<file path="config.mk">
export PLATFORM = sky130hd
export DESIGN_NAME = vectored_irq_priority_map
export DESIGN_NICKNAME = d
export VERILOG_FILES = /design/src/shared/irq_map_pkg.sv /design/src/core/vectored_irq_priority_map.sv
export SDC_FILE = /design/constraint.sdc
export NUM_CORES = 1
export LEC_CHECK = 0
export ABC_AREA = 1
export BUFFER_PORTS_ARGS = -buffer_cell sky130_fd_sc_hd__buf_2
export CAP_MARGIN = 20
export CORE_UTILIZATION = 55
export CTS_CLUSTER_SIZE = 24
export DETAILED_ROUTE_END_ITERATION = 7
export PLACE_DENSITY = 0.79
export SYNTH_ARGS = -nofsm -noshare
export SYNTH_HDL_FRONTEND = slang
export SYNTH_SLANG_ARGS = --single-unit
</file>
<file path="constraint.sdc">
create_clock -name clk_i -period 22.8 [get_ports clk_i]
set_clock_uncertainty 0.15 [all_clocks]
set_input_delay 2.28 -clock clk_i [delete_from_list [all_inputs] [get_ports clk_i]]
set_output_delay 2.28 -clock clk_i [all_outputs]
set_load 0.1 [all_outputs]
</file>
<file path="src/shared/irq_map_pkg.sv">
// Package of constants and types for the vectored interrupt priority map
package irq_map_pkg;
  // ---------------------------------------------------------------
  // Sizes and vector layout
  // ---------------------------------------------------------------
  localparam int unsigned NUM_REQ = 24;
  localparam logic [15:0] VEC_BASE = 16'hfffa;
  localparam logic [15:0] VEC_STEP = 16'h0002;
  localparam logic [1:0] LEVEL_RESET = 2'h3;
  // ---------------------------------------------------------------
  // Fixed request numbers of sources
  // ---------------------------------------------------------------
  localparam int unsigned REQ_EXT4 = 0;
  localparam int unsigned REQ_EXT5 = 1;
  localparam int unsigned REQ_EXT26 = 2;
  localparam int unsigned REQ_EXT37 = 3;
  localparam int unsigned REQ_TMR0_LO = 5;
  localparam int unsigned REQ_TMR0_HI = 6;
  localparam int unsigned REQ_SER_RX = 7;
  localparam int unsigned REQ_SER_TX = 8;
  localparam int unsigned REQ_TMR1_HI = 14;
  localparam int unsigned REQ_ADC = 18;
  localparam int unsigned REQ_TBT = 19;
  localparam int unsigned REQ_WPS = 20;
  localparam int unsigned REQ_TMR1_LO = 22;
  localparam int unsigned REQ_FLASH = 23;
  // ---------------------------------------------------------------
  // Register map (word offsets, byte addresses)
  // ---------------------------------------------------------------
  localparam logic [7:0] ADDR_LEVEL0 = 8'h00;
  localparam logic [7:0] ADDR_LEVEL1 = 8'h04;
  localparam logic [7:0] ADDR_PENDING = 8'h08;
  localparam logic [7:0] ADDR_STATUS = 8'h0c;
  localparam logic [7:0] ADDR_MASK = 8'h10;
  localparam logic [7:0] ADDR_WINNER = 8'h14;
  // Status bits: new winner, live request rising while the core takes a grant
  localparam int unsigned ST_WIN = 0;
  localparam int unsigned ST_OVR = 1;
  // ---------------------------------------------------------------
  // Carriers
  // ---------------------------------------------------------------
  typedef struct packed {
    logic ext2, ext3, ext4, ext5, ext6, ext7;
    logic tmr0_lo, tmr0_hi, tmr1_lo, tmr1_hi;
    logic ser_rx, ser_tx, adc, tbt, wps, flash;
  } src_t;
  typedef struct packed {
    logic valid;
    logic [4:0] num;
    logic [1:0] level;
    logic [15:0] vec_upper;
    logic [15:0] vec_lower;
  } grant_t;
endpackage

</file>
<file path="src/core/vectored_irq_priority_map.sv">
// Interrupt request mapping, level selection and vector generation
`timescale 1ns/1ns
module vectored_irq_priority_map (
  // Clock and reset
  input wire logic clk_i,
  input wire logic rst_i,
  // Peripheral request levels
  input irq_map_pkg::src_t src_i,
  // Vector fetch acknowledge from the CPU core
  input wire logic take_i,
  // Grant towards the CPU core
  output irq_map_pkg::grant_t grant_o,
  // Wishbone slave
  input wire logic cyc_i,
  input wire logic stb_i,
  input wire logic we_i,
  input wire logic [7:0] adr_i,
  input wire logic [3:0] sel_i,
  input wire logic [31:0] dat_i,
  output logic [31:0] dat_o,
  output logic ack_o,
  // Interrupt line
  output logic irq_o
);
  import irq_map_pkg::*;

  // Peripheral lines are folded onto 24 numbered requests, the enabled
  // ones are ranked by level and number, and the winner is offered to
  // the core as a registered grant carrying its vector pair. The core
  // answers with take_i, which only feeds the overrun event.

  // ---------------------------------------------------------------
  // Request mapping
  // ---------------------------------------------------------------
  logic [NUM_REQ-1:0] req; // Raw request lines
  always_comb begin
    req = '0; // Lines without source stay low
    req[REQ_EXT4] = src_i.ext4;
    req[REQ_EXT5] = src_i.ext5;
    req[REQ_EXT26] = src_i.ext2 | src_i.ext6;
    req[REQ_EXT37] = src_i.ext3 | src_i.ext7;
    req[REQ_TMR0_LO] = src_i.tmr0_lo;
    req[REQ_TMR0_HI] = src_i.tmr0_hi;
    req[REQ_TMR1_HI] = src_i.tmr1_hi;
    req[REQ_TMR1_LO] = src_i.tmr1_lo;
    req[REQ_SER_RX] = src_i.ser_rx;
    req[REQ_SER_TX] = src_i.ser_tx;
    req[REQ_ADC] = src_i.adc;
    req[REQ_TBT] = src_i.tbt;
    req[REQ_WPS] = src_i.wps;
    req[REQ_FLASH] = src_i.flash;
  end

  // ---------------------------------------------------------------
  // Level fields, two bits per request
  // ---------------------------------------------------------------
  logic [2*NUM_REQ-1:0] level; // Level fields, request n at [2n+1:2n]
  logic [NUM_REQ-1:0] mask; // Request enable per line
  logic [1:0] status; // Sticky event bits
  logic [1:0] irq_mask; // Event interrupt mask

  // ---------------------------------------------------------------
  // Arbiter: lowest level value wins, lowest number on a tie
  // ---------------------------------------------------------------
  // Level value 0 is the most urgent. The order is fixed, so a busy low
  // number can starve higher numbers that sit at the same level.
  logic found; // Any enabled request active
  logic [4:0] best_num; // Winning request number
  logic [1:0] best_lvl; // Winning level
  logic [NUM_REQ-1:0] live; // Enabled active requests
  assign live = req & mask;
  always_comb begin
    found = 1'b0;
    best_num = 5'h00;
    best_lvl = 2'h3;
    // Scan from 23 down so lower numbers overwrite on ties
    for (int i = NUM_REQ - 1; i >= 0; i--) begin
      if (live[i] && (!found || level[2*i +: 2] <= best_lvl)) begin
        found = 1'b1;
        best_num = 5'(i);
        best_lvl = level[2*i +: 2];
      end
    end
  end

  // Vector pair for the winner: upper byte first
  logic [15:0] vec_hi; // Address of the upper vector byte
  assign vec_hi = VEC_BASE - 16'({best_num, 1'b0});

  // ---------------------------------------------------------------
  // Registered grant
  // ---------------------------------------------------------------
  always_ff @(posedge clk_i) begin
    if (rst_i) begin
      grant_o <= '0;
    end else begin
      grant_o.valid <= found;
      grant_o.num <= best_num;
      grant_o.level <= best_lvl;
      grant_o.vec_upper <= vec_hi;
      grant_o.vec_lower <= vec_hi + 16'h0001;
    end
  end

  // ---------------------------------------------------------------
  // Events
  // ---------------------------------------------------------------
  // A new winner is flagged when the grant changes hands, not while
  // the same request keeps standing, so software sees one event per
  // handover.
  logic [4:0] last_num; // Winner seen last cycle
  logic last_valid; // Winner present last cycle
  logic [NUM_REQ-1:0] req_q; // Request lines last cycle
  wire ev_win = found && (!last_valid || best_num != last_num);
  // A live request rising in the same cycle as the core takes the standing grant
  wire ev_ovr = take_i && grant_o.valid && |(req & ~req_q & live);

  // ---------------------------------------------------------------
  // Bus decode
  // ---------------------------------------------------------------
  // A request is answered one cycle after it is seen; the write itself
  // lands on the edge at which the master samples ack high, so a
  // register changes only once the master can see that it was taken
  wire bus_req = cyc_i && stb_i && !ack_o; // New request, not yet answered
  wire wr = cyc_i && stb_i && we_i && ack_o; // Write on the ack edge
  wire hit_l0 = adr_i == ADDR_LEVEL0;
  wire hit_l1 = adr_i == ADDR_LEVEL1;
  wire hit_pend = adr_i == ADDR_PENDING;
  wire hit_st = adr_i == ADDR_STATUS;
  wire hit_mask = adr_i == ADDR_MASK;
  wire hit_win = adr_i == ADDR_WINNER;
  wire [31:0] rd_data =
    hit_l0 ? {8'h00, level[23:0]} :
    hit_l1 ? {8'h00, level[47:24]} :
    hit_pend ? {8'h00, req} :
    hit_st ? {30'h0, status} :
    hit_mask ? {6'h00, irq_mask, mask} :
    hit_win ? {8'h00, grant_o.vec_upper, grant_o.valid, grant_o.level,
               grant_o.num} :
    32'h0;
  wire [1:0] st_clr = (wr && hit_st && sel_i[0]) ? dat_i[1:0] : 2'h0;
  wire [1:0] st_set = {ev_ovr, ev_win};

  // Bus ack, registered read data
  always_ff @(posedge clk_i) begin
    if (rst_i) begin
      ack_o <= 1'b0;
      dat_o <= 32'h0;
    end else begin
      ack_o <= bus_req;
      dat_o <= bus_req ? rd_data : 32'h0;
    end
  end

  // Level fields, byte-lane writes; reset to lowest priority level
  always_ff @(posedge clk_i) begin
    if (rst_i) begin
      level <= {NUM_REQ{LEVEL_RESET}};
    end else begin
      for (int b = 0; b < 3; b++) begin
        if (wr && hit_l0 && sel_i[b]) level[8*b +: 8] <= dat_i[8*b +: 8];
        if (wr && hit_l1 && sel_i[b])
          level[24 + 8*b +: 8] <= dat_i[8*b +: 8];
      end
    end
  end

  // Mask registers
  always_ff @(posedge clk_i) begin
    if (rst_i) begin
      mask <= '1;
      irq_mask <= 2'h0;
    end else if (wr && hit_mask) begin
      for (int b = 0; b < 3; b++) begin
        if (sel_i[b]) mask[8*b +: 8] <= dat_i[8*b +: 8];
      end
      if (sel_i[3]) irq_mask <= dat_i[25:24];
    end
  end

  // An event that lands together with its own clear is not lost
  // Sticky status: set wins over write-one-to-clear
  always_ff @(posedge clk_i) begin
    if (rst_i) begin
      status <= 2'h0;
      last_num <= 5'h00;
      last_valid <= 1'b0;
      req_q <= '0;
    end else begin
      status <= (status & ~st_clr) | st_set;
      last_num <= best_num;
      last_valid <= found;
      req_q <= req;
    end
  end

  assign irq_o = |(status & irq_mask);

  // Any live line that should have beaten the winner: a lower level
  // value, or the same level with a lower request number
  logic arb_bad; // Arbitration result broken
  always_comb begin
    arb_bad = 1'b0;
    for (int i = 0; i < NUM_REQ; i++) begin
      if (found && live[i] && level[2*i +: 2] < best_lvl) begin
        arb_bad = 1'b1; // A better level was passed over
      end
      if (found && live[i] && level[2*i +: 2] == best_lvl
          && 5'(i) < best_num) begin
        arb_bad = 1'b1; // A lower number lost a tie
      end
    end
  end
endmodule

</file>
==> reports/qor.csv <==
stage,metric,value,unit
sta,fmax,63.0,MHz
route,vias per cell,5.51,
route,# DRC,0,
power,Pleak,4.02,nW
clocking,Post-CTS Setup Inserts,0,
place,IO buf count,126,
clocking,clk_lat worst skew,0.43,ns
die,Die H,113,µm
global_routing,first-pass GRT wire length,30300,µm
route,met2 wire length,8280,µm
place,dpl ws,6.73,ns
critical_path,CP Class,in -> reg,
critical_path,crit end category,register,
synthesis,"Seq/Total Area, Yosys",39.0,%
critical_path,Critical Path Fanout Max,8,
clocking,H-tree depth reported by CTS,4,
layout,layout cell share with drive strength beyond 1,19.6,%
hold_path,Hold Path Class,reg -> reg,
sta,Final min period,15.87,ns
die,row count,39,
sta,RSZ-0062 raised after global routing,false,
clocking,CTS tree,built,
die,Ports,140,
power,Worst VDD drop,47.5,µV
global_routing,vias in the first global route,6086,
clocking,PostCTS Resize Cnt,0,
status,outcome,completed,
clocking,root buf cell,clkbuf_16,
synthesis,Yosys cell types,46,
route,Iteration-0 DRC Markers,630,
place,dpl cell area,7250,µm²
route,final wirelength,18800,µm
sta,Slew Limit Fails,0,
route,1st-pass router iterations,5,
sta,setup_tns,0,ns
route,Post-DRT Antenna Nets,0,
route,met1 WL,8230,µm
layout,Area Overhead vs Synth,17.1,%
sta,post-layout worst setup margin,6.93,ns
flow_run,Max-Cap Viols,0,
synthesis,Post-synth top flop,dfxtp_1,
synthesis,Post-Syn Area,6720,µm²
synthesis,Post-synth EDFFs,0,
sta,Slew HR,30.0,%
critical_path,Worst setup SP type,primary input,
synthesis,"FFs w/ async S/R, synth",0,%
place,hpwl dp,13400,µm
clocking,Clock Tree Buf Depth,2,
layout,post-route cell area,7870,µm²
critical_path,largest stage delay on the critical path,0.33,ns
clocking,CTS Buf Count,17,
sta,final worst-path cycle share,69.6,%
global_routing,grt ovf,0,
die,die area,12700,µm²
clocking,CTS sink count,131,
sta,Final Setup Violations,0,
clocking,Hold Buf Count CTS,0,
synthesis,Syn Inst Count,937,
route,top sig layer,met4,
critical_path,worst path arrival time,16.04,ns
layout,Nets,1128,
sta,Final Hold Viols,0,
sta,Slew @ Worst Pin,1.05,ns
place,GPL Wtd Cong,0.940,
die,die width,113,µm
route,Avg WL per Cell,15.8,µm
global_routing,initial antenna violation count,0,
synthesis,syn_area_per_cell,7.17,µm²
clocking,"Reg clk slew, reported paths",0.05,ns
die,Core Area,11700,µm²
critical_path,"most used cell, CP",nand2_1,
critical_path,Slowest cell on crit path,or2_2,
die,Initial Util,57.6,%
synthesis,Ys Warns,0,
global_routing,gr usage total,31.1,%
synthesis,Synth Register Bits,131,
route,met3 routed WL,1670,µm
critical_path,required time of the critical path,22.97,ns
route,vias post-DR,6550,
power,pwr dens,92.5,nW/µm²
global_routing,pin count of the biggest net entering global routing,47,
layout,Ant. Diodes,0,
==> through the flow <==
stage / power (mW) / hold WS [ns] / utilization, % / cells
after floorplan: 0.419 / 0.274 / - / 943
after global placement: 0.446 / 0.282 / 62.2 / 1158
after detailed placement: 0.447 / 0.294 / 62.2 / 1158
after CTS: 0.728 / 0.307 / 67.4 / 1188
after global routing: 0.757 / 0.311 / 67.5 / 1189
final: 0.728 / 0.305 / 67.5 / 1189
==> state kept, by name, summed over array words and instances (netlist names) <==
signal and count:
irq_mask 2, last_num 4, last_valid 1, dat_o 26
ack_o 1, grant_o 9, mask 24, level 48
req_q 14, status 2
==> cell usage after synthesis, types with 7 or more instances <==
cell type	n	share of area (%)
nand2_2	11	1.0
nor2_1	53	3.0
inv_1	106	5.9
and2_1	12	1.1
a21oi_1	39	2.9
ha_1	27	5.0
buf_4	33	3.7
nand2_1	252	14
nor3_1	8	0.60
o211ai_1	29	3.2
a31oi_1	12	1.1
dfxtp_1	131	39
inv_2	7	0.39
o21ai_0	36	2.7
clkbuf_1	24	1.3
nand3_1	91	6.8
==> worst max-delay path: cells and delay by family <==
kind                       cells  cell delay, ns
buffers and inverters         20            1.50
AOI/OAI and AO/OA             23            2.56
and+or+nand+nor               57            6.20
adders and majority gates     13            3.43
==> final timing paths <==
| kind | start | endpoint | slack (ns) | depth (start not counted) |
|---|---|---|---|---|
| worst max-delay path | src_i[0] | status[0]$_SDFF_PP0_ | 6.93 | 113 |
| worst min-delay path | level[42]$_SDFFE_PP1P_ | level[42]$_SDFFE_PP1P_ | 0.31 | 2 |
| worst max register to register | mask[23]$_SDFFE_PP1P_ | status[0]$_SDFF_PP0_ | 8.44 | 112 |
| worst min register to register | level[42]$_SDFFE_PP1P_ | level[42]$_SDFFE_PP1P_ | 0.31 | 2 |
==> routing by layer <==
metal  global-route usage (%)  up-vias
met5                        0        -
met4                     14.8        0
met3                     7.07       52
met2                     47.6      305
met1                     41.7     2939
li1                         -     3254
==> report_power, final <==
| part | leakage [nW] | switching [mW] | internal, mW | total, mW |
|---|---|---|---|---|
| clock network | 0.290 | 0.100 | 0.182 | 0.282 |
| logic | 2.67 | 0.157 | 0.0451 | 0.202 |
| registers | 1.07 | 0.00684 | 0.237 | 0.244 |
| total | 4.02 | 0.264 | 0.464 | 0.728 |
==> placed cells by master (no fill, tap or decap), types with 3 or more instances in the layout <==
cell,count
nor2_2,5
nand4_1,5
ha_1,27
nor3_1,7
o211ai_1,29
o21ai_0,36
clkbuf_16,17
nor2_1,53
buf_2,126
nor2_4,3
nand3_1,91
clkbuf_8,4
a31oi_1,12
nand2_2,11
and2_1,12
dfxtp_1,131
nand2_4,4
conb_1,7
bufinv_16,3
o2111ai_1,5
nand2_1,252
o22ai_1,5
inv_2,8
a221oi_1,6
o21ai_1,3
clkinvlp_4,3
a21oi_1,39
buf_4,7
inv_1,106
==> layout make-up <==
type / count / area (µm²)
tap: 143 / 179
sequential: 131 / 2620
multi-input combinational: 637 / 3340
inverter: 115 / 432
fill: 1020 / 3790
clock inverter: 8 / 126
clock buffer: 22 / 484
timing repair buffer: 133 / 683
==> logic make-up after synthesis <==
family                   Yosys count  share of synthesized area (%)
other                              1                         0.0558
AO/OA/AOI/OAI                    147                           13.6
buffers and inverters            175                           11.6
adder cells (fa/ha/maj)           27                           5.03
flip-flops                       131                           39.0
AND/OR/NAND/NOR                  456                           30.6
(Power assumes the default switching activity.)
